===== config.mk =====
export PLATFORM = sky130hd
export DESIGN_NAME = psm_top
export DESIGN_NICKNAME = d
export VERILOG_FILES = /design/src/hdl/psm_pkg.sv /design/src/hdl/psm_gpio_if.sv /design/src/hdl/psm_gpio.sv /design/src/hdl/psm_top.sv
export SDC_FILE = /design/constraint.sdc
export NUM_CORES = 1
export LEC_CHECK = 0
export BUFFER_PORTS_ARGS = -buffer_cell sky130_fd_sc_hd__buf_4
export CORE_ASPECT_RATIO = 1.75
export CORE_UTILIZATION = 40
export CTS_CLUSTER_DIAMETER = 30
export DETAILED_ROUTE_END_ITERATION = 6
export GPL_TIMING_DRIVEN = 1
export SKIP_CTS_REPAIR_TIMING = 1
export SYNTH_ARGS = -nofsm -noshare
export SYNTH_HDL_FRONTEND = slang
export SYNTH_SLANG_ARGS = --single-unit
export TNS_END_PERCENT = 10

===== constraint.sdc =====
create_clock -name sys_clk -period 3.4 [get_ports sys_clk]
set_input_delay 0.51 -clock sys_clk [delete_from_list [all_inputs] [get_ports sys_clk]]
set_output_delay 0.51 -clock sys_clk [all_outputs]
set_load 0.01 [all_outputs]

===== src/hdl/psm_pkg.sv =====
// constants and types shared by the supply switchover monitor
package psm_pkg;
    localparam int CLK_PERIOD_NS  = 25;          // sys_clk period, 40 MHz
    localparam int BUS_QUIET_NS   = 5_000_000;   // bus held inactive after backup, 5 ms
    localparam int BUS_QUIET_CYC  = (BUS_QUIET_NS + CLK_PERIOD_NS - 1) / CLK_PERIOD_NS;
    localparam int WP_RECOVER_NS  = 5_000_000;   // write_protect_recovery_time, plain default
    localparam int WP_RECOVER_CYC = (WP_RECOVER_NS + CLK_PERIOD_NS - 1) / CLK_PERIOD_NS;
    localparam int REC_CNT_W      = 20;          // recovery counter width
    localparam int WEEK_SECONDS   = 604_800;     // one week of rtc second ticks
    localparam int WEEK_CNT_W     = 20;          // week counter width
    localparam int GPIO_N         = 2;           // number of general-purpose pins
    localparam logic [1:0] GPIO_RST = 2'h0;      // gpio reset value

    // supply modes
    typedef enum logic [1:0] {
        PSM_OFF,        // both supplies absent
        PSM_BACKUP,     // running from battery, rtc only
        PSM_RECOVER,    // main back, writes and bus blocked until each hold-off ends
        PSM_NORMAL      // main supply operation
    } psm_state_t;
endpackage


===== src/hdl/psm_gpio_if.sv =====
// link between supply controller and gpio block
`timescale 1ns/1ps
`default_nettype none
interface psm_gpio_if;
    logic [psm_pkg::GPIO_N-1:0] dir;        // 1 = pin is output
    logic [psm_pkg::GPIO_N-1:0] out_val;    // value for output pins
    logic                       force_low;  // backup: pins low, inputs frozen
    logic [psm_pkg::GPIO_N-1:0] in_val;     // sampled input value

    modport ctl (output dir, output out_val, output force_low, input in_val);
    modport gp  (input dir, input out_val, input force_low, output in_val);
endinterface
`default_nettype wire


===== src/hdl/psm_gpio.sv =====
// two general-purpose pins, each input or output
`timescale 1ns/1ps
`default_nettype none
module psm_gpio (
    input  wire logic                       sys_clk,   // system clock
    input  wire logic                       reset,     // async reset, active high
    psm_gpio_if.gp                          ctl,       // controller side
    input  wire logic [psm_pkg::GPIO_N-1:0] pin_i,     // pin level in
    output logic      [psm_pkg::GPIO_N-1:0] pin_o,     // pin level out
    output logic      [psm_pkg::GPIO_N-1:0] pin_oe     // pin drive enable
);
    import psm_pkg::*;

    logic [GPIO_N-1:0] s1_q, s2_q;      // input synchroniser
    logic [GPIO_N-1:0] in_q, in_d;      // held input value
    logic [GPIO_N-1:0] o_q, o_d;        // registered pin out
    logic [GPIO_N-1:0] oe_q, oe_d;      // registered enable

    // per pin next values
    for (genvar i = 0; i < GPIO_N; i++) begin : g_pin
        always_comb begin
            if (ctl.force_low) begin
                o_d[i]  = 1'b0;
                oe_d[i] = 1'b1;
                in_d[i] = in_q[i];
            end else begin
                o_d[i]  = ctl.out_val[i] & ctl.dir[i];
                oe_d[i] = ctl.dir[i];
                in_d[i] = ctl.dir[i] ? in_q[i] : s2_q[i];
            end
        end
    end

    // registers
    always_ff @(posedge sys_clk or posedge reset) begin
        if (reset) begin
            s1_q <= GPIO_RST;
            s2_q <= GPIO_RST;
            in_q <= GPIO_RST;
            o_q  <= GPIO_RST;
            oe_q <= GPIO_RST;
        end else begin
            s1_q <= pin_i;
            s2_q <= s1_q;
            in_q <= in_d;
            o_q  <= o_d;
            oe_q <= oe_d;
        end
    end

    assign pin_o      = o_q;
    assign pin_oe     = oe_q;
    assign ctl.in_val = in_q;
endmodule
`default_nettype wire


===== src/hdl/psm_top.sv =====
// supply switchover, recovery hold-off and battery check controller
`timescale 1ns/1ps
`default_nettype none
module psm_top #(
    parameter int BUS_QUIET_CYCLES  = psm_pkg::BUS_QUIET_CYC,   // bus hold-off cycles
    parameter int WP_RECOVER_CYCLES = psm_pkg::WP_RECOVER_CYC,  // write hold-off cycles
    parameter int WEEK_TICKS        = psm_pkg::WEEK_SECONDS     // rtc ticks per recheck
) (
    input  wire logic                       sys_clk,              // 40 MHz clock
    input  wire logic                       reset,                // async reset, active high
    input  wire logic                       vcc_below_switchover, // cmp: vcc < 3.5 V
    input  wire logic                       vcc_below_battery,    // cmp: vcc < vbat
    input  wire logic                       battery_below_min,    // cmp: vbat < 2.5 V
    input  wire logic                       rtc_second_tick,      // rtc time base pulse
    input  wire logic                       battery_check_enable, // enable battery check
    input  wire logic                       irq_source_read,      // host read irq buffer
    input  wire logic [psm_pkg::GPIO_N-1:0] gpio_dir,             // 1 = output
    input  wire logic [psm_pkg::GPIO_N-1:0] gpio_out_val,         // output values
    input  wire logic [psm_pkg::GPIO_N-1:0] gpio_pin_i,           // gpio pin in
    output logic      [psm_pkg::GPIO_N-1:0] gpio_pin_o,           // gpio pin out
    output logic      [psm_pkg::GPIO_N-1:0] gpio_pin_oe,          // gpio drive enable
    output logic      [psm_pkg::GPIO_N-1:0] gpio_in_val,          // sampled inputs
    output logic                            irq_n_o,              // irq pin level, low
    output logic                            irq_n_oe,             // irq pin pull-down on
    output logic                            backup_mode,          // running from battery
    output logic                            shutdown,             // no supply at all
    output logic                            logic_power_en,       // core logic powered
    output logic                            rtc_power_en,         // rtc and oscillator powered
    output logic                            write_block,          // register writes blocked
    output logic                            bus_inactive          // serial bus held off
);
    import psm_pkg::*;

    localparam int DONE_CYC = (BUS_QUIET_CYCLES > WP_RECOVER_CYCLES) ?
                              BUS_QUIET_CYCLES : WP_RECOVER_CYCLES;

    psm_gpio_if gif ();                          // gpio control link

    logic [2:0] cs1_q, cs2_q;                    // comparator synchroniser
    logic       switchover_threshold, vbb, blow;                  // synchronised comparator levels
    psm_state_t state_q, state_d;                // supply mode
    logic [REC_CNT_W-1:0]  rec_q, rec_d;         // recovery counter
    logic [WEEK_CNT_W-1:0] week_q, week_d;       // weekly tick counter
    logic       pend_q, pend_d;                  // power-up check pending
    logic       irq_q, irq_d;                    // interrupt flag
    logic       chk_now;                         // check strobe this cycle
    logic       week_wrap;                       // week elapsed
    logic       bk_q, sd_q, lp_q, rp_q, wb_q, bi_q, oe_q;   // registered outputs
    logic       bk_d, sd_d, lp_d, rp_d, wb_d, bi_d, oe_d;   // their next values

    assign switchover_threshold  = cs2_q[0];
    assign vbb  = cs2_q[1];
    assign blow = cs2_q[2];

    // supply mode, counters and flags next state
    always_comb begin
        state_d = state_q;
        if (switchover_threshold && blow) begin
            state_d = PSM_OFF;
        end else begin
            case (state_q)
                PSM_OFF: begin
                    if (!vbb && !switchover_threshold) state_d = PSM_RECOVER;    // vcc up
                    else if (vbb && switchover_threshold) state_d = PSM_BACKUP;
                end
                PSM_BACKUP: begin
                    if (!vbb) state_d = PSM_RECOVER;
                end
                PSM_RECOVER: begin
                    if (switchover_threshold && vbb) state_d = PSM_BACKUP;
                    else if (32'(rec_q) >= DONE_CYC - 1) state_d = PSM_NORMAL;
                end
                PSM_NORMAL: begin
                    if (switchover_threshold && vbb) state_d = PSM_BACKUP;
                end
                default: state_d = PSM_OFF;
            endcase
        end
        // recovery counter runs only in recover mode
        rec_d = (state_q == PSM_RECOVER) ? rec_q + 1'b1 : '0;
        // weekly interval from rtc ticks, cleared in off mode or while the check is disabled, running in all other modes
        week_wrap = rtc_second_tick && (32'(week_q) == WEEK_TICKS - 1);
        if (!battery_check_enable || state_q == PSM_OFF) week_d = '0;
        else if (rtc_second_tick) week_d = week_wrap ? '0 : week_q + 1'b1;
        else week_d = week_q;
        // power-up check pending until normal mode first reached
        chk_now = (pend_q && state_d == PSM_NORMAL) ||
                  (week_wrap && battery_check_enable);
        pend_d  = (state_q == PSM_OFF) ? 1'b1 : (pend_q && state_d != PSM_NORMAL);
        // set beats clear; read ignored while inputs are off
        irq_d = irq_q;
        if (irq_source_read && state_q == PSM_NORMAL) irq_d = 1'b0;
        if (chk_now && battery_check_enable && blow) irq_d = 1'b1;
        // mode outputs
        bk_d = (state_d == PSM_BACKUP);
        sd_d = (state_d == PSM_OFF);
        lp_d = (state_d == PSM_RECOVER) || (state_d == PSM_NORMAL);
        rp_d = (state_d != PSM_OFF);
        wb_d = !((state_d == PSM_NORMAL) ||
                 (state_d == PSM_RECOVER && 32'(rec_d) >= WP_RECOVER_CYCLES));
        bi_d = !((state_d == PSM_NORMAL) ||
                 (state_d == PSM_RECOVER && 32'(rec_d) >= BUS_QUIET_CYCLES));
        oe_d = irq_d && lp_d;
    end

    // registers
    always_ff @(posedge sys_clk or posedge reset) begin
        if (reset) begin
            cs1_q   <= 3'h0;
            cs2_q   <= 3'h0;
            state_q <= PSM_OFF;
            rec_q   <= '0;
            week_q  <= '0;
            pend_q  <= 1'b1;
            irq_q   <= 1'b0;
            bk_q    <= 1'b0;
            sd_q    <= 1'b1;
            lp_q    <= 1'b0;
            rp_q    <= 1'b0;
            wb_q    <= 1'b1;
            bi_q    <= 1'b1;
            oe_q    <= 1'b0;
        end else begin
            cs1_q   <= {battery_below_min, vcc_below_battery, vcc_below_switchover};
            cs2_q   <= cs1_q;
            state_q <= state_d;
            rec_q   <= rec_d;
            week_q  <= week_d;
            pend_q  <= pend_d;
            irq_q   <= irq_d;
            bk_q    <= bk_d;
            sd_q    <= sd_d;
            lp_q    <= lp_d;
            rp_q    <= rp_d;
            wb_q    <= wb_d;
            bi_q    <= bi_d;
            oe_q    <= oe_d;
        end
    end

    // gpio control: pins grounded and inputs frozen unless core powered
    assign gif.dir       = gpio_dir;
    assign gif.out_val   = gpio_out_val;
    assign gif.force_low = !lp_q;

    psm_gpio u_gpio (
        .sys_clk (sys_clk),
        .reset   (reset),
        .ctl     (gif.gp),
        .pin_i   (gpio_pin_i),
        .pin_o   (gpio_pin_o),
        .pin_oe  (gpio_pin_oe)
    );

    assign gpio_in_val    = gif.in_val;
    assign irq_n_o        = 1'b0;       // open drain: only pulls low
    assign irq_n_oe       = oe_q;
    assign backup_mode    = bk_q;
    assign shutdown       = sd_q;
    assign logic_power_en = lp_q;
    assign rtc_power_en   = rp_q;
    assign write_block    = wb_q;
    assign bus_inactive   = bi_q;
endmodule
`default_nettype wire


==> results by group <==
Run status
  – Status: completed

Critical path
  – CP Class: reg -> reg
  – CP required: 3.58 ns
  – Crit path DAT: 2.39 ns
  – CP Launch Type: flip-flop
  – Worst-path fanout max: 16
  – Worst setup EP type: flip-flop

Floorplan
  – Initial Util: 0.420
  – Die area: 8030 sq um
  – Die Ht: 118 um
  – Core area: 7280 sq um
  – Die W: 68.2 um
  – Ports: 28
  – Cell Rows: 41

STA
  – Final hold violation count: 0
  – Worst slew margin: 0.588
  – Final period utilization: 0.650
  – Minimum clock period: 2.21 ns
  – Final setup vio count: 0
  – Fmax: 0.452 GHz
  – TNS Setup: 0 ns
  – Worst-Margin Slew: 0.616 ns
  – Final Skew: 0.00476 ns
  – Min Hold Slack: 0.267 ns
  – RSZ-0062 raised after global routing: no
  – Final Max Tran Viols: 0

CTS
  – Clock Path Buffers: 2
  – CTS tree: done
  – TritonCTS buffer count: 9
  – Clock root buffer: clkbuf_16
  – Worst-path clk slew: 0.05 ns
  – Sink Count: 66
  – Later-pin clock latency in the skew report: 0.33 ns
  – H-tree levels: 3

Global routing
  – First-pass GRT wire length: 10,200 um
  – Largest net degree at the start of global routing: 30
  – GR Util All Layers: 0.174
  – Vias in the first global route: 2,125
  – Initial antenna violation count: 0
  – Total gr overflow: 0

Synthesis
  – Cell count after synthesis: 292
  – Net Count, Synth: 308
  – Synth Register Bits: 66
  – Post-synth cell types: 52
  – Mapped Area: 3060 sq um
  – Ys flop type: dfrtp_1
  – Asr flop ratio synth: 1.00
  – Synth warnings: 0
  – Sequential share of the synthesized area: 0.540
  – Avg Inst Size Synth: 10.5 sq um
  – EDFF count, synth: 0

Place
  – HPWL Detailed: 4300 um
  – GPL Wtd Cong: 0.797
  – PortBufs: 26

Drt
  – Routed Antenna Nets: 0
  – DR pass1 iterations: 4
  – Routed wire length: 6000 um
  – Via count: 2,151
  – Remaining design rule violation count: 0
  – Initial DRC count: 131
  – WL/cell: 14.5 um
  – Via density per instance: 5.21

Layout
  – Ant diodes: 0
  – Fin util: 0.498
  – Syn-to-layout area delta: 18.5%
  – Share of cells above drive strength 1: 0.199
  – Most frequent cells in the layout: 63 x dfrtp_1, 50 x nor2_1, 29 x buf_4, 18 x nand2_1, 18 x nand3_1
  – Most common cell after layout, fill and taps aside: dfrtp_1
  – Fillers: 688
  – Nets: 338

Hold path
  – Min-delay worst type: in -> async

Pwr
  – Worst-case vdd ir drop: 0.000240 V
  – Total leakage power: 1.55 nW
  – Pwr dens: 531 nW/um^2

Job
  – Max Cap Violations: 0
[layer usage]
| metal | global-route usage | part of all wire |
|---|---|---|
| met1 | 0.201 | 0.40 |
| met2 | 0.284 | 0.54 |
| met3 | 0.0446 | 0.031 |
| met4 | 0.0872 | 0.028 |
| met5 | 0 | 0 |
[power by group]
group | internal [mW] | total [mW] | switching (mW)
combinational | 0.0609 | 0.142 | 0.0809
sequential | 0.824 | 0.847 | 0.0232
clock | 0.606 | 0.938 | 0.332
[synthesized netlist by cell type, types with 5 or more instances]
cell type	instances	area (sq um)
dfrtp_1	63	1580
and2_1	6	37.5
nand2b_1	6	37.5
and3_1	7	43.8
o21ai_0	6	30.0
nand4_1	6	37.5
a21oi_1	5	25.0
nand3_1	18	90.1
xor2_1	17	149
inv_1	8	30.0
nor2_1	50	188
xnor2_1	17	149
nand2_1	18	67.6
[area by class of cell]
class | count | area, sq um | area share
tap | 86 | 108 | 0.0297
clock inverter | 4 | 50.0 | 0.0138
sequential | 66 | 1660 | 0.456
multi-input combinational | 208 | 1310 | 0.361
inverter | 8 | 30.0 | 0.00828
clock buffer | 12 | 256 | 0.0707
timing repair buffer | 29 | 218 | 0.0600
[metrics by stage]
| stage | setup slack (ns) | std cells | cell area [sq um] | total power [mW] |
|---|---|---|---|---|
| 3_3_place_gp | 1.22 | 397 | 3320 | 1.00 |
| 6_report | 1.19 | 413 | 3630 | 1.93 |
| 4_1_cts | 1.16 | 413 | 3630 | 1.95 |
| 2_1_floorplan | 1.24 | 292 | 3060 | 0.945 |
| 5_1_grt | 1.05 | 413 | 3630 | 2.00 |
| 3_5_place_dp | 1.18 | 397 | 3320 | 1.01 |
[sequential cells by signal (all words and copies together) (netlist names)]
signal / flops
rec_q: 20
week_q: 20
cs1_q: 3
cs2_q: 3
state_q: 2
u_gpio.ctl.in_val: 2
u_gpio.pin_o: 2
u_gpio.pin_oe: 2
u_gpio.s1_q: 2
u_gpio.s2_q: 2
backup_mode: 1
bus_inactive: 1
irq_n_oe: 1
irq_q: 1
logic_power_en: 1
pend_q: 1
rtc_power_en: 1
shutdown: 1
[cell families after synthesis]
group | count (synthesis) | synth area share
compound gates | 34 | 0.0858
xor+xnor | 34 | 0.0972
fa+ha+maj | 2 | 0.00817
buf+inv | 18 | 0.0315
flops | 66 | 0.540
mux | 4 | 0.0147
other cells | 1 | 0.00122
simple gates | 133 | 0.221
[critical path, cell delays in order, from the launching register on]
cell and delay [ns]:
dfrtp_1 0.39, or4b_1 0.54, or4_4 0.55, nand2b_1 0.47
nor2_1 0.12
[worst paths after layout]
| path | from | end | slack [ns] | cells past startpoint |
|---|---|---|---|---|
| hold / removal | reset | week_q[19] | 0.27 | 2 |
| setup / recovery | week_q[15] | week_q[19] | 1.19 | 4 |
| max in group asynchronous | reset | shutdown | 2.39 | 3 |
| setup reg to reg | week_q[15] | week_q[19] | 1.19 | 4 |
| hold reg to reg | cs1_q[0] | cs2_q[0] | 0.34 | 0 |
| min in group sys_clk | vcc_below_battery | cs1_q[1] | 0.29 | 1 |
No activity file was read; power rests on OpenSTA's default activity.
